<file path="src/rtl/asm_defs.svh">
`ifndef ASM_DEFS_SVH
`define ASM_DEFS_SVH

// ----------------------------------------
// register indices (byte address = 4 * index)
// ----------------------------------------
`define ASM_IDX_STATUS      8'h01
`define ASM_IDX_MODE        8'h02
`define ASM_IDX_CLOCK       8'h03

// ----------------------------------------
// reset values
// ----------------------------------------
`define ASM_STATUS_RESET    16'h0500
`define ASM_MODE_RESET      16'h0510
`define ASM_CHAN_EN_RESET   6'h3f

// ----------------------------------------
// field positions
// ----------------------------------------
`define ASM_ST_LOCK         15
`define ASM_ST_RESYNC       14
`define ASM_ST_REGMAP       13
`define ASM_ST_CRCERR       12
`define ASM_CLK_EN_LSB      8
`define ASM_CLK_EN_MSB      13
`define ASM_MODE_RSVD_MASK  16'h3fff

// ----------------------------------------
// ready pin source codes
// ----------------------------------------
`define ASM_SRC_LAGGING     2'b00
`define ASM_SRC_ANY         2'b01

// ----------------------------------------
// timing
// ----------------------------------------
`define ASM_CLK_PERIOD_NS   10
`define ASM_TIMEOUT_NS      1000000
`define ASM_PULSE_NS        80

`endif

</file>
<file path="src/rtl/asm_pkg.sv">
package asm_pkg;

	typedef struct packed {
		logic       lock;
		logic       resync;
		logic       regMapChanged;
		logic       rxCrcError;
		logic [5:0] newSample;
	} asm_events_t;

	typedef struct packed {
		logic [1:0] rsvdHi;
		logic       regCrcEn;
		logic       rxCrcEn;
		logic       crcAnsi;
		logic       resetMark;
		logic [1:0] sampleWordSize;
		logic [2:0] rsvdLo;
		logic       timeoutEn;
		logic [1:0] readyPinSource;
		logic       readyPinIdleFloat;
		logic       readyPinPulseStyle;
	} asm_mode_t;

	typedef enum logic [3:0] {
		RDY_IDLE  = 4'b0001,
		RDY_HOLD  = 4'b0010,
		RDY_PULSE = 4'b0100,
		RDY_WAIT  = 4'b1000
	} asm_ready_state_t;

endpackage

</file>
<file path="src/rtl/asm_regs.sv">
// Our own choice: the APB interface to the registers.
`timescale 1ns/10ps
`include "asm_defs.svh"
// Notes on behaviour
// (RULE1) status bit 15 shows serial interface lock, unlocked after reset
// (RULE2) status bit 14 is set on every converter resynchronization
// (RULE3) status bit 13 is set when the register map checksum changes
// (RULE4) status bit 12 is set on an incoming serial checksum error
// (RULE5) status bit 11 shows polynomial, 0 CCITT, 1 ANSI, reset 0
// (RULE6) status bit 10 reads 1 after reset until cleared
// (RULE7) status bits 9:8 show active word length, reset 01b
// (RULE8) status bits 5:0 flag new results for channels 5 to 0
// (RULE9) status bits 7:6 always read zero
// (RULE10) mode bit 13 enables register map checksum monitoring, off at reset
// (RULE11) mode bit 12 enables incoming serial checksum checking, off at reset
// (RULE12) mode bit 11 selects checksum polynomial for both checks
// (RULE13) mode bit 10 resets to 1; host writing 0 clears status bit 10
// (RULE14) mode bits 9:8 select word length, 24 bits by default
// (RULE15) host writes zero to reserved mode bits 7:5
// (RULE16) mode bit 4 enables the serial timeout, on at reset
// (RULE17) mode bits 3:2 select ready pin source: lagging, any, leading
// (RULE18) mode bit 1: idle ready pin driven high or floating
// (RULE19) mode bit 0: ready held low or given a fixed low pulse
// (RULE20) status register index 01h, 16 bits, read-only, reset 0500h
// (RULE21) mode register index 02h, 16 bits, read-write, reset 0510h
// (RULE22) channels count as enabled by clock register bits 13:8
// (RULE23) writes to the status register are ignored
// (RULE24) status mirrors of mode fields change with the mode write

module asm_regs
	import asm_pkg::*;
#(
	parameter int TIMEOUT_CYC = `ASM_TIMEOUT_NS / `ASM_CLK_PERIOD_NS,
	parameter int TMO_W       = $clog2(TIMEOUT_CYC + 1)
)
(
	input  wire logic        clk,           // system clock, 100 MHz
	input  wire logic        reset,         // async reset, active high
	input  wire logic        psel,          // apb select
	input  wire logic        penable,       // apb access phase
	input  wire logic        pwrite,        // apb direction, 1 = write
	input  wire logic [7:0]  paddr,         // apb byte address
	input  wire logic [31:0] pwdata,        // apb write data
	output logic      [31:0] prdata,        // apb read data
	output logic             pready,        // apb ready
	output logic             pslverr,       // apb error, unmapped address
	input  wire asm_events_t events,        // converter events, same clock
	input  wire logic        serialClk,     // serial link clock pin
	input  wire logic        serialSelN,    // serial frame select pin, low active
	output asm_mode_t        modeOut,       // operating mode fields
	output logic      [5:0]  chanEnable,    // channel conversion on
	output logic             frameTimeout,  // one-cycle pulse, serial timeout
	output logic             readyPinOut,   // ready pin level
	output logic             readyPinOe     // ready pin driven when high
);

	// ----------------------------------------
	// constants
	// ----------------------------------------
	localparam int PULSE_CYC_I = (`ASM_PULSE_NS + `ASM_CLK_PERIOD_NS - 1) / `ASM_CLK_PERIOD_NS;
	localparam logic [3:0] PULSE_LAST = 4'(PULSE_CYC_I - 1);
	localparam logic [TMO_W-1:0] TMO_LAST = TMO_W'(TIMEOUT_CYC - 1);
	localparam logic [7:0] ADDR_STATUS = 8'(`ASM_IDX_STATUS * 8'd4);
	localparam logic [7:0] ADDR_MODE   = 8'(`ASM_IDX_MODE * 8'd4);
	localparam logic [7:0] ADDR_CLOCK  = 8'(`ASM_IDX_CLOCK * 8'd4);

	// ----------------------------------------
	// state
	// ----------------------------------------
	typedef struct packed {
		logic [31:0]      prdata;
		logic             pready;
		logic             pslverr;
		asm_mode_t        mode;
		logic [5:0]       chanEn;
		logic             resyncFlag;
		logic             regMapFlag;
		logic             crcErrFlag;
		logic             resetFlag;
		logic [5:0]       newFlags;
		logic             leadLatch;
		asm_ready_state_t rdyState;
		logic [3:0]       pulseCnt;
		logic             pinOut;
		logic             pinOe;
		logic [1:0]       sclkSync;
		logic [1:0]       selSync;
		logic             sclkLast;
		logic [TMO_W-1:0] tmoCnt;
		logic             tmoFired;
		logic             tmoPulse;
	} asm_state_t;

	localparam asm_state_t RESET_STATE = '{
		prdata:     32'h0000_0000,
		pready:     1'b0,
		pslverr:    1'b0,
		mode:       asm_mode_t'(`ASM_MODE_RESET),
		chanEn:     `ASM_CHAN_EN_RESET,
		resyncFlag: 1'b0,
		regMapFlag: 1'b0,
		crcErrFlag: 1'b0,
		resetFlag:  1'b1,
		newFlags:   6'h00,
		leadLatch:  1'b0,
		rdyState:   RDY_IDLE,
		pulseCnt:   4'h0,
		pinOut:     1'b1,
		pinOe:      1'b1,
		sclkSync:   2'b00,
		selSync:    2'b11,
		sclkLast:   1'b0,
		tmoCnt:     '0,
		tmoFired:   1'b0,
		tmoPulse:   1'b0
	};

	asm_state_t s;
	asm_state_t next_s;

	// ----------------------------------------
	// combinational helpers
	// ----------------------------------------
	logic        access;
	logic        commit;
	logic        hitStatus;
	logic        hitMode;
	logic        hitClock;
	logic [15:0] statusValue;
	logic [15:0] readValue;
	logic [15:0] clearMask;
	logic [5:0]  enNew;
	logic        allDone;
	logic        anyNew;
	logic        readyCond;
	logic        sclkEdge;
	logic        frameOpen;
	asm_mode_t   wrMode;

	assign access    = psel & penable;
	assign commit    = access & s.pready;
	assign hitStatus = (paddr == ADDR_STATUS);
	assign hitMode   = (paddr == ADDR_MODE);
	assign hitClock  = (paddr == ADDR_CLOCK);
	assign wrMode    = asm_mode_t'(pwdata[15:0] & `ASM_MODE_RSVD_MASK);

	// mirrors read the live mode fields, so they follow a mode write at once
	assign statusValue = {
		events.lock,               // see (RULE1)
		s.resyncFlag,              // see (RULE2)
		s.regMapFlag,              // see (RULE3)
		s.crcErrFlag,              // see (RULE4)
		s.mode.crcAnsi,            // see (RULE5) see (RULE24)
		s.resetFlag,               // see (RULE6)
		s.mode.sampleWordSize,     // see (RULE7) see (RULE24)
		2'b00,                     // see (RULE9)
		s.newFlags                 // see (RULE8)
	};

	always_comb
	begin
		if (hitStatus)
		begin
			readValue = statusValue;        // see (RULE20)
		end
		else if (hitMode)
		begin
			readValue = 16'(s.mode);        // see (RULE21)
		end
		else if (hitClock)
		begin
			readValue = {2'b00, s.chanEn, 8'h00};
		end
		else
		begin
			readValue = 16'h0000;
		end
	end

	// only the bits the host actually saw are cleared by a status read
	always_comb
	begin
		clearMask = 16'h0000;
		if (commit && !pwrite && hitStatus)
		begin
			clearMask = s.prdata[15:0];
		end
	end

	assign enNew   = s.newFlags & s.chanEn;                            // see (RULE22)
	assign allDone = (|s.chanEn) & (&(s.newFlags | ~s.chanEn));
	assign anyNew  = |enNew;

	always_comb
	begin
		if (s.mode.readyPinSource == `ASM_SRC_LAGGING)
		begin
			readyCond = allDone;                                       // see (RULE17)
		end
		else if (s.mode.readyPinSource == `ASM_SRC_ANY)
		begin
			readyCond = anyNew;                                        // see (RULE17)
		end
		else
		begin
			readyCond = s.leadLatch;                                   // see (RULE17)
		end
	end

	assign sclkEdge  = s.sclkSync[1] ^ s.sclkLast;
	assign frameOpen = ~s.selSync[1];

	// ----------------------------------------
	// next state
	// ----------------------------------------
	always_comb
	begin
		next_s = s;

		// apb: one wait state, answer loaded then committed on the ready edge
		if (access && !s.pready)
		begin
			next_s.pready  = 1'b1;
			next_s.pslverr = ~(hitStatus | hitMode | hitClock);
			next_s.prdata  = {16'h0000, readValue};
		end
		else
		begin
			next_s.pready  = 1'b0;
			next_s.pslverr = 1'b0;
		end

		if (commit && pwrite)
		begin
			if (hitMode)
			begin
				next_s.mode = wrMode;                                  // see (RULE21) see (RULE15)
				if (!wrMode.resetMark)
				begin
					next_s.resetFlag = 1'b0;                           // see (RULE13)
				end
			end
			else if (hitClock)
			begin
				next_s.chanEn = pwdata[`ASM_CLK_EN_MSB:`ASM_CLK_EN_LSB]; // see (RULE22)
			end
			// a status write falls through and changes nothing, see (RULE23)
		end

		// sticky flags: a new event wins over a clear in the same cycle
		next_s.resyncFlag = (s.resyncFlag & ~clearMask[`ASM_ST_RESYNC])
			| events.resync;                                           // see (RULE2)
		next_s.regMapFlag = (s.regMapFlag & ~clearMask[`ASM_ST_REGMAP])
			| (events.regMapChanged & s.mode.regCrcEn);                // see (RULE3) see (RULE10)
		next_s.crcErrFlag = (s.crcErrFlag & ~clearMask[`ASM_ST_CRCERR])
			| (events.rxCrcError & s.mode.rxCrcEn);                    // see (RULE4) see (RULE11)
		next_s.newFlags   = (s.newFlags & ~clearMask[5:0])
			| events.newSample;                                        // see (RULE8)

		// leading source: first enabled channel raises it, full set drops it
		if (allDone)
		begin
			next_s.leadLatch = 1'b0;
		end
		else if (|(events.newSample & s.chanEn))
		begin
			next_s.leadLatch = 1'b1;
		end
		else if (!anyNew)
		begin
			next_s.leadLatch = 1'b0;
		end

		// ready pin sequencer
		case (s.rdyState)
			RDY_IDLE:
			begin
				if (readyCond)
				begin
					if (s.mode.readyPinPulseStyle)
					begin
						next_s.rdyState = RDY_PULSE;                   // see (RULE19)
						next_s.pulseCnt = PULSE_LAST;
					end
					else
					begin
						next_s.rdyState = RDY_HOLD;                    // see (RULE19)
					end
				end
			end
			RDY_HOLD:
			begin
				if (!readyCond)
				begin
					next_s.rdyState = RDY_IDLE;
				end
			end
			RDY_PULSE:
			begin
				if (s.pulseCnt == 4'h0)
				begin
					next_s.rdyState = RDY_WAIT;
				end
				else
				begin
					next_s.pulseCnt = s.pulseCnt - 4'h1;
				end
			end
			RDY_WAIT:
			begin
				if (!readyCond)
				begin
					next_s.rdyState = RDY_IDLE;
				end
			end
			default:
			begin
				next_s.rdyState = RDY_IDLE;
			end
		endcase

		// pin follows the next state so it leaves a flip-flop directly
		if (next_s.rdyState == RDY_HOLD || next_s.rdyState == RDY_PULSE)
		begin
			next_s.pinOut = 1'b0;
			next_s.pinOe  = 1'b1;
		end
		else
		begin
			next_s.pinOut = 1'b1;
			next_s.pinOe  = ~s.mode.readyPinIdleFloat;                 // see (RULE18)
		end

		// serial pins: two flip-flops before anything reads them
		next_s.sclkSync = {s.sclkSync[0], serialClk};
		next_s.selSync  = {s.selSync[0], serialSelN};
		next_s.sclkLast = s.sclkSync[1];

		// timeout: link clock may stop between frames, so count only inside one
		next_s.tmoPulse = 1'b0;
		if (!frameOpen || sclkEdge || !s.mode.timeoutEn)
		begin
			next_s.tmoCnt   = '0;
			next_s.tmoFired = 1'b0;
		end
		else if (!s.tmoFired)
		begin
			if (s.tmoCnt == TMO_LAST)
			begin
				next_s.tmoFired = 1'b1;                                // see (RULE16)
				next_s.tmoPulse = 1'b1;
			end
			else
			begin
				next_s.tmoCnt = s.tmoCnt + 1'b1;
			end
		end
	end

	// ----------------------------------------
	// registers
	// ----------------------------------------
	always_ff @(posedge clk or posedge reset)
	begin
		if (reset)
		begin
			s <= RESET_STATE;
		end
		else
		begin
			s <= next_s;
		end
	end

	// ----------------------------------------
	// outputs
	// ----------------------------------------
	assign prdata       = s.prdata;
	assign pready       = s.pready;
	assign pslverr      = s.pslverr;
	assign modeOut      = s.mode;           // see (RULE12) see (RULE14)
	assign chanEnable   = s.chanEn;
	assign frameTimeout = s.tmoPulse;
	assign readyPinOut  = s.pinOut;
	assign readyPinOe   = s.pinOe;

endmodule

</file>
<file path="config.mk">
export PLATFORM = sky130hd
export DESIGN_NAME = asm_regs
export DESIGN_NICKNAME = d
export VERILOG_FILES = /design/src/rtl/asm_pkg.sv /design/src/rtl/asm_regs.sv
export VERILOG_INCLUDE_DIRS = /design/src /design/src/rtl
export SDC_FILE = /design/constraint.sdc
export NUM_CORES = 1
export LEC_CHECK = 0
export BUFFER_PORTS_ARGS = -buffer_cell sky130_fd_sc_hd__buf_2
export CORE_ASPECT_RATIO = 1.75
export CORE_MARGIN = 5
export CORE_UTILIZATION = 40
export DETAILED_ROUTE_END_ITERATION = 8
export SKIP_CTS_REPAIR_TIMING = 1
export SLEW_MARGIN = 10
export SYNTH_ARGS = -nofsm -noshare
export SYNTH_HDL_FRONTEND = slang
export SYNTH_SLANG_ARGS = --single-unit
</file>
<file path="constraint.sdc">
create_clock -name clk -period 3.5 [get_ports clk]
set_input_delay 0.525 -clock clk [delete_from_list [all_inputs] [get_ports clk]]
set_output_delay 0.525 -clock clk [all_outputs]
set_load 0.1 [all_outputs]
</file>
==> impl_metrics.tcl, run 1 <==
set metrics [dict create \
    grt_pass1_vias 3168 \
    drt_first_iter_violations 112 \
    place_hpwl_um 7230 \
    die_x_um 87.5 \
    topRoutingLayerUsed "met4" \
    setup_violations 0 \
    critPathLaunchType "register" \
    postRouteWirelength_um 9720 \
    yosysUniqueCellTypes 58 \
    via_per_inst 5.18 \
    syn_inst 406 \
    cts_buffer_depth 2 \
    antenna_left 0 \
    final_max_slew_viol_count 0 \
    slew_headroom_pct 43.1 \
    p_per_area_nw_per_um2 539 \
    startpoint "s[15]" \
    port_buffers 79 \
    num_antenna_cells 0 \
    status "finished, final reports clean" \
    drive_gt1_share_pct 32.2 \
    finalNetCount 510 \
    hold_class "in2async" \
    fin_area_um2 4740 \
    final-hold-violation-count 0 \
    synth_area_leaders "dfrtp_1 (40%), buf_4 (9.6%), dfstp_2 (9.4%), mux2_2 (4.8%), nor2_1 (3.7%)" \
    grt_start_max_net_pins 84 \
    p_leak_nw 2.23 \
    clock_sinks 83 \
    numCtsBuffers 9 \
    wl_per_cell_um 16.7 \
    fin_crit_ns 2.36 \
    drc 0 \
    grt_pass1_wl_um 15900 \
    grt_setup_unrepaired "false" \
    rrSetupSlack_ns 1.14 \
    ys_ff_latch 83 \
    ff2ff_path_depth 5 \
    start_util_pct 40.9 \
    worst-endpoint-required_ns 3.72 \
    syn_to_final_growth_pct 12.7 \
    wl_met3_um 382 \
    dr_wl_met2_um 5450 \
    htreeDepth 3 \
    worstSkewPairLatency_ns 0.34 \
    cp_max_fo 9 \
    path_class "reg2reg" \
    period_share_pct 67.4 \
    ir_drop_v 0.000278 \
    n_fill_cell 998 \
    clockRootBuffer "clkbuf_16" \
    max_slew.worst_pin.slew_ns 0.851 \
    wl_met1_um 3600 \
    synth_top_area_share_pct 40.4 \
    yosys.area.top_type "dfrtp_1" \
    synth_edf_count 0 \
    synth-main-ff-cell "dfrtp_1" \
    pin_count 116 \
    vias 3018 \
    setup_tns_ns 0 \
    cp.arrival_ns 2.58 \
    finalWeightedCongestion 0.785 \
    cp-endpoint "s[15]" \
    ys_seq_area_share_pct 49.8 \
    r2r_start "s[15]" \
    ys_async_sr_fraction_pct 100 \
    grt-ovfl-total 0 \
    die_h_um 146 \
    core_um2 10300 \
    clock.fmax_ghz 0.424 \
    maxCapViolCount 0 \
    placed_area_um2 4420 \
    syn_area_per_cell_um2 10.4 \
    fin_skew_ns 0.00753 \
    antenna_found_initial 0 \
    path_clk_slew_ns 0.06 \
    gr-usage-all-layers_pct 16.1 \
    drtPass1Iterations 4 \
    cts_tree "built" \
    fp-row-count 49 \
    end_kind "register" \
    dieArea_um2 12800 \
    worstReg2RegEnd "s[15]" \
    synth_warnings 0 \
    synth_area_um2 4210 \
]
-- how the worst min path moves through the flow --
| stage | from | endpoint | slack (ns) |
|---|---|---|---|
| finish | reset | prdata[15] | 0.25 |
| global route | serialSelN | next_s[21] | 0.27 |
| CTS | reset | modeOut[7] | 0.28 |
| detailed placement | next_s[23] | next_s[19] | 0.34 |
| global placement | next_s[23] | next_s[19] | 0.34 |
| floorplan | next_s[23] | next_s[19] | 0.33 |
-- cell usage in the layout (no fill, tap or decap), types with 3 or more instances in the layout --
cell type,count
and3_1,5
nand3b_1,3
nand3_1,13
a21o_1,7
xor2_1,5
and2_1,4
dfstp_2,15
dfrtp_1,68
o21ai_0,5
and4_1,4
nor4b_1,3
nor3_1,3
mux2_2,18
nand2_1,33
xnor2_1,7
a22oi_1,7
buf_2,79
clkbuf_16,9
a21oi_2,3
nor2_1,41
buf_4,4
nand4_1,6
a211oi_1,3
inv_1,11
a21oi_1,11
nand2b_1,9
conb_1,18
a221oi_1,12
-- cell families after synthesis --
kind of cell               share of synthesized area [%]
adders and majority gates                          0.595
and+or+nand+nor                                     17.7
DFF                                                 49.8
xor gates and xnor gates                            2.50
muxes                                               5.29
AOI/OAI and AO/OA                                   12.0
buffers and inverters                               12.0
other                                             0.0891
-- through the flow --
step           std cells  setup WS (ns)  hold slack (ns)  utilization, %  total power, mW
2_1_floorplan        423          0.863            0.331               -             1.52
4_1_cts              583           1.12            0.276            46.0             2.58
6_report             583           1.14            0.254            46.0             2.55
5_1_grt              583          0.978            0.271            46.0             2.65
3_5_place_dp         567           1.07            0.339            42.9             1.57
3_3_place_gp         567           1.10            0.337            42.9             1.56
-- routing by layer --
metal | global-route usage (%) | vias to the layer above
met4 | 7.45 | 0
met1 | 17.3 | 1491
li1 | - | 1444
met3 | 3.85 | 18
met5 | 0 | -
met2 | 28.7 | 65
-- cell type report --
| class | count | area, um2 | share of cell area, % |
|---|---|---|---|
| Sequential cell | 83 | 2100 | 44.2 |
| Multi-Input combinational cell | 260 | 1670 | 35.3 |
| Timing Repair Buffer | 84 | 445 | 9.40 |
| Clock buffer | 10 | 229 | 4.83 |
| Tap cell | 127 | 159 | 3.35 |
| Clock inverter | 6 | 90.1 | 1.90 |
| Inverter | 13 | 50.0 | 1.06 |
-- registers in the layout (all words and copies together) (netlist names) --
signal,count
s,39
prdata,16
modeOut,14
chanEnable,6
next_s,3
frameTimeout,1
pready,1
pslverr,1
readyPinOe,1
readyPinOut,1
-- cell usage after synthesis, types with 6 or more instances --
cell type / number
a21o_1: 7
a21oi_1: 11
a221oi_1: 12
a22oi_1: 7
buf_4: 54
clkbuf_1: 12
dfrtp_1: 68
dfstp_2: 15
inv_1: 12
mux2_2: 18
nand2_1: 33
nand2b_1: 9
nand3_1: 13
nand4_1: 6
nor2_1: 41
xnor2_1: 7
-- power by group --
part           total (mW)  leakage [nW]  switching, mW  internal, mW
registers            1.06          1.03         0.0406          1.02
clock network        1.01         0.153          0.380         0.626
logic               0.490          1.05          0.399        0.0910
-- worst max-delay path, stage by stage, from the launching register on --
cell	delay, ns
dfrtp_1	0.42
or4b_4	0.56
nor4_4	0.54
a2111oi_2	0.25
nand3_1	0.14
mux2_2	0.33
Power figures use the tool's default switching activity.
==> run 2, diff against run 1 <==
--- a/config.mk
+++ b/config.mk
@@ -11,6 +11,7 @@
 export CORE_MARGIN = 5
 export CORE_UTILIZATION = 40
 export DETAILED_ROUTE_END_ITERATION = 8
+export PLACE_DENSITY = 0.66
 export SKIP_CTS_REPAIR_TIMING = 1
 export SLEW_MARGIN = 10
 export SYNTH_ARGS = -nofsm -noshare
==> constraint.sdc (replaced) <==
create_clock -name clk -period 2.1 [get_ports clk]
set_input_delay 0.315 -clock clk [delete_from_list [all_inputs] [get_ports clk]]
set_output_delay 0.315 -clock clk [all_outputs]
set_load 0.1 [all_outputs]
==> run 2 against run 1 <==
Effect of this change: sequential share of layout area decreased by 1.2 points; fmax up 17%; clock skew up 0.0015 ns; cell count is 2.6% higher; global-route usage grew 0.69 points; critical path type unchanged; critical endpoint is now s[28]; largest power group is now the clock network.
==> impl_metrics.tcl, run 2 (synthesis gave the netlist of run 1 again) <==
set metrics [dict create \
    cp_max_fo 3 \
    largest_register_ffs 39 \
    gr-usage-all-layers_pct 16.8 \
    crit_top_cell "inv_1" \
    post-place-cells 580 \
    numCtsBuffers 9 \
    max_stage_delay_ns 0.45 \
    final_common_cell "buf_2" \
    clock.fmax_ghz 0.498 \
    worst-endpoint-required_ns 2.33 \
    cts_tree "built" \
    maxCapViolCount 0 \
    finalNetCount 524 \
    p_per_area_nw_per_um2 898 \
    cp.arrival_ns 2.23 \
    drc 0 \
    pin_count 116 \
    period_share_pct 95.6 \
    setup_violations 0 \
    antenna_left 0 \
    drtPass1Iterations 4 \
    hold_class "in2reg" \
    final_max_slew_viol_count 0 \
    setup_tns_ns 0 \
    ir_drop_v 0.000488 \
    critPathLaunchType "register" \
    grt_start_max_net_pins 84 \
    end_kind "register" \
    grt_pass1_vias 3319 \
    drive_gt1_share_pct 34.5 \
    p_leak_nw 2.31 \
    start_util_pct 40.9 \
    grt_pass1_wl_um 16700 \
    status "finished, final reports clean" \
    grt-ovfl-total 0 \
    mostFrequentLayoutCells "buf_2 (79), dfrtp_1 (67), nor2_1 (41)" \
    final-hold-violation-count 0 \
    postRouteWirelength_um 10100 \
    drt_first_iter_violations 171 \
    wl_per_cell_um 17.0 \
    vias 3135 \
    path_clk_slew_ns 0.06 \
    slowest_stage "or3b_2" \
    die_h_um 146 \
    cts_buffer_depth 2 \
    dieArea_um2 12800 \
    antenna_found_initial 1 \
    die_x_um 87.5 \
    clock_sinks 83 \
    fin_crit_ns 2.01 \
    place_hpwl_um 7520 \
    port_buffers 79 \
    fin_skew_ns 0.00902 \
    crit_chain "inv_1, ha_2, or3b_2, and2_1, a31oi_1, o21a_1, inv_1, a31o_2" \
    placed_area_um2 4520 \
    fin_cells 598 \
    clockRootBuffer "clkbuf_16" \
    worstSkewPairLatency_ns 0.34 \
    hold_slack_ns 0.0719 \
    slew_headroom_pct 62.0 \
    path_class "reg2reg" \
    fin_area_um2 4870 \
    htreeDepth 3 \
    largest-register "s" \
    finalWeightedCongestion 0.812 \
    syn_to_final_growth_pct 15.8 \
    fin_util_pct 47.3 \
    fp-row-count 49 \
    via_per_inst 5.24 \
    n_fill_cell 1008 \
    core_um2 10300 \
    max_slew.worst_pin.slew_ns 0.570 \
]
==> run 2: cell count changes in the layout (fill, tap and decap cells not counted), sizes merged <==
cell	change
buf	+14
clkinv	-3
bufinv	+1
clkbuf	+1
clkinvlp	+1
diode	+1
==> run 2: power by group <==
part / leakage (nW) / internal (mW) / total (mW) / switching, mW
clock: 0.160 / 1.16 / 1.79 / 0.633
combinational: 1.11 / 0.154 / 0.820 / 0.666
sequential: 1.03 / 1.70 / 1.76 / 0.0657
total: 2.31 / 3.01 / 4.38 / 1.36
==> run 2: worst max-delay path, delay by kind of cell (launching register included) <==
family                   cells  cell delay (ns)
buffers and inverters        2             0.16
AO/OA/AOI/OAI                3             0.53
adder cells (fa/ha/maj)      1             0.20
flip-flops                   1             0.37
AND/OR/NAND/NOR              2             0.63
==> run 2: layout make-up <==
type / count / area (um2) / share of cell area, %
Antenna cell: 1 / 2.50 / 0.0514
Sequential cell: 83 / 2100 / 43.1
Tap cell: 127 / 159 / 3.26
Multi-Input combinational cell: 260 / 1670 / 34.4
Clock buffer: 11 / 233 / 4.78
Timing Repair Buffer: 98 / 551 / 11.3
Clock inverter: 5 / 103 / 2.11
Inverter: 13 / 52.6 / 1.08
==> run 2: worst paths after layout <==
check,start,slack [ns],cells after the start,to
max,s[26],0.09,8,s[28]
min,serialSelN,0.07,1,next_s[21]
max reg2reg,s[26],0.09,8,s[28]
min reg2reg,next_s[23],0.35,0,next_s[19]
max in group asynchronous,reset,1.60,3,modeOut[4]
min in group asynchronous,reset,0.08,3,modeOut[9]
==> run 2: metrics by stage <==
stage / setup WS [ns] / total power [mW]
6_report: 0.0924 / 4.38
4_1_cts: 0.0526 / 4.40
3_5_place_dp: 0.0690 / 2.62
2_1_floorplan: 0.00519 / 2.53
3_3_place_gp: 0.105 / 2.60
5_1_grt: -0.0238 / 4.53
==> run 2: metal layers <==
metal	GRT usage (%)	part of all wire (%)	vias to the layer above
li1	-	-	1473
met1	19.0	37	1544
met2	28.9	55	88
met3	3.17	3.5	30
met4	9.06	4.2	0
met5	0	0	-
==> run 3, diff against run 2 <==
--- a/config.mk
+++ b/config.mk
@@ -7,11 +7,14 @@
 export NUM_CORES = 1
 export LEC_CHECK = 0
 export BUFFER_PORTS_ARGS = -buffer_cell sky130_fd_sc_hd__buf_2
+export CELL_PAD_IN_SITES_DETAIL_PLACEMENT = 0
+export CELL_PAD_IN_SITES_GLOBAL_PLACEMENT = 1
 export CORE_ASPECT_RATIO = 1.75
 export CORE_MARGIN = 5
-export CORE_UTILIZATION = 40
+export CORE_UTILIZATION = 36
 export DETAILED_ROUTE_END_ITERATION = 8
-export PLACE_DENSITY = 0.66
+export PLACE_DENSITY_LB_ADDON = 0.1
+export RECOVER_POWER = 50
 export SKIP_CTS_REPAIR_TIMING = 1
 export SLEW_MARGIN = 10
 export SYNTH_ARGS = -nofsm -noshare
==> constraint.sdc (replaced) <==
create_clock -name clk -period 1.7 [get_ports clk]
set_input_delay 0.255 -clock clk [delete_from_list [all_inputs] [get_ports clk]]
set_output_delay 0.255 -clock clk [all_outputs]
set_load 0.1 [all_outputs]
==> run 3 against run 2 <==
Effect of this change: the flow now finishes with violations (negative setup slack); final area increased by 10%; register-to-register slack got worse by 0.28 ns; non-clock buffer count increased by 42; routed wire length increased by 8.6%; core utilization decreased by 0.59 points.
==> impl_metrics.tcl, run 3 (synthesis gave the netlist of run 1 again) <==
set metrics [dict create \
    cp_max_fo 5 \
    cts_buffer_depth 2 \
    port_buffers 79 \
    die_h_um 153 \
    grt_start_max_net_pins 84 \
    drive_gt1_share_pct 43.2 \
    fin_util_pct 46.7 \
    place_hpwl_um 8290 \
    pin_count 116 \
    hold_class "in2reg" \
    final_common_cell "buf_2" \
    fp-row-count 52 \
    path_class "reg2reg" \
    cts_tree "built" \
    largest_register_ffs 39 \
    largest-register "s" \
    die_x_um 91.7 \
    start_util_pct 36.5 \
    status "finished with violations" \
    drc 0 \
    grt_pass1_vias 3387 \
    htreeDepth 3 \
    cp-endpoint "s[15]" \
    via_per_inst 4.97 \
    worstSkewPairLatency_ns 0.34 \
    vias 3213 \
    final-hold-violation-count 0 \
    max_slew.worst_pin.slew_ns 1.15 \
    antenna_found_initial 0 \
    r2r_start "s[16]" \
    period_share_pct 111 \
    gr-usage-all-layers_pct 16.2 \
    postRouteWirelength_um 11000 \
    numCtsBuffers 9 \
    finalWeightedCongestion 0.849 \
    power_mw 5.26 \
    fin_area_um2 5380 \
    setup_violations 22 \
    mostFrequentLayoutCells "buf_2 (70), dfrtp_1 (67), buf_4 (52)" \
    wl_per_cell_um 17.0 \
    violations "negative setup slack" \
    antenna_left 0 \
    hp-start "serialClk" \
    fin_crit_ns 1.89 \
    dieArea_um2 14000 \
    startpoint "s[16]" \
    end_kind "register" \
    ff2ff_path_depth 5 \
    final_max_slew_viol_count 0 \
    rrSetupSlack_ns -0.19 \
    clock_sinks 83 \
    placed_area_um2 4870 \
    clockRootBuffer "clkbuf_16" \
    cp.arrival_ns 2.11 \
    maxCapViolCount 0 \
    p_per_area_nw_per_um2 979 \
    slew_headroom_pct 23.1 \
    drtPass1Iterations 4 \
    worstReg2RegEnd "s[15]" \
    clock.fmax_ghz 0.530 \
    ir_drop_v 0.000598 \
    fin_skew_ns 0.00478 \
    syn_to_final_growth_pct 27.8 \
    grt_setup_unrepaired "true" \
    critPathLaunchType "register" \
    core_um2 11500 \
    path_clk_slew_ns 0.06 \
    p_leak_nw 2.56 \
    grt-ovfl-total 0 \
    drt_first_iter_violations 81 \
    grt_pass1_wl_um 17600 \
    worst-endpoint-required_ns 1.92 \
    fin_ws_ns -0.188 \
    hold_slack_ns 0.0262 \
    num_antenna_cells 0 \
    finalNetCount 566 \
]
run 3: cell types whose count changed in the layout (fill, tap and decap cells not counted), moves of 3 or more:
cell	delta
inv_1	-3
a21oi_1	-3
buf_2	-9
inv_2	+3
buf_4	+34
clkbuf_4	+5
buf_6	+6
run 3: area by class of cell:
cell class,count,area (um2)
clock buffers,12,246
fillers,1145,6140
multi-input cells,260,1830
well taps,135,169
clock inverters,4,50.0
flip-flops and latches,83,2100
repair buffers,140,930
inverters,13,52.6
run 3: how the worst min path moves through the flow:
| stage | endpoint | slack [ns] | depth (start not counted) |
|---|---|---|---|
| floorplan | next_s[21] | 0.26 | 0 |
| global placement | next_s[19] | 0.33 | 0 |
| detailed placement | next_s[19] | 0.34 | 0 |
| CTS | next_s[21] | -0.006 | 1 |
| global route | next_s[23] | 0.01 | 1 |
| finish | next_s[23] | 0.03 | 1 |
run 3: through the flow:
stage	setup TNS [ns]	setup slack [ns]	std cells
2_1_floorplan	-1.48	-0.319	423
3_3_place_gp	-1.76	-0.170	621
3_5_place_dp	-2.60	-0.200	621
4_1_cts	-2.23	-0.216	637
5_1_grt	-3.92	-0.263	647
6_report	-1.87	-0.188	647
run 3: worst max-delay path, stage by stage, from the launching register on:
cell and delay (ns):
dfrtp_1 0.38, or4b_4 0.55, nor4_4 0.25, a2111oi_4 0.17
nand3_1 0.14, mux2_4 0.30
run 3: metal layers:
layer  vias up  wire (um)  track usage, %
met5         -          0               0
met2        43       6570            31.0
met1      1603       3980            16.9
met3        13        259            3.30
li1       1554          -               -
met4         0        199            6.38
run 3: report_power, final:
| group | internal (mW) | switching [mW] | total (mW) | leakage [nW] |
|---|---|---|---|---|
| clock | 1.18 | 0.770 | 1.95 | 0.139 |
| combinational | 0.266 | 0.855 | 1.12 | 1.38 |
| sequential | 2.10 | 0.100 | 2.20 | 1.03 |
| total | 3.54 | 1.73 | 5.26 | 2.56 |
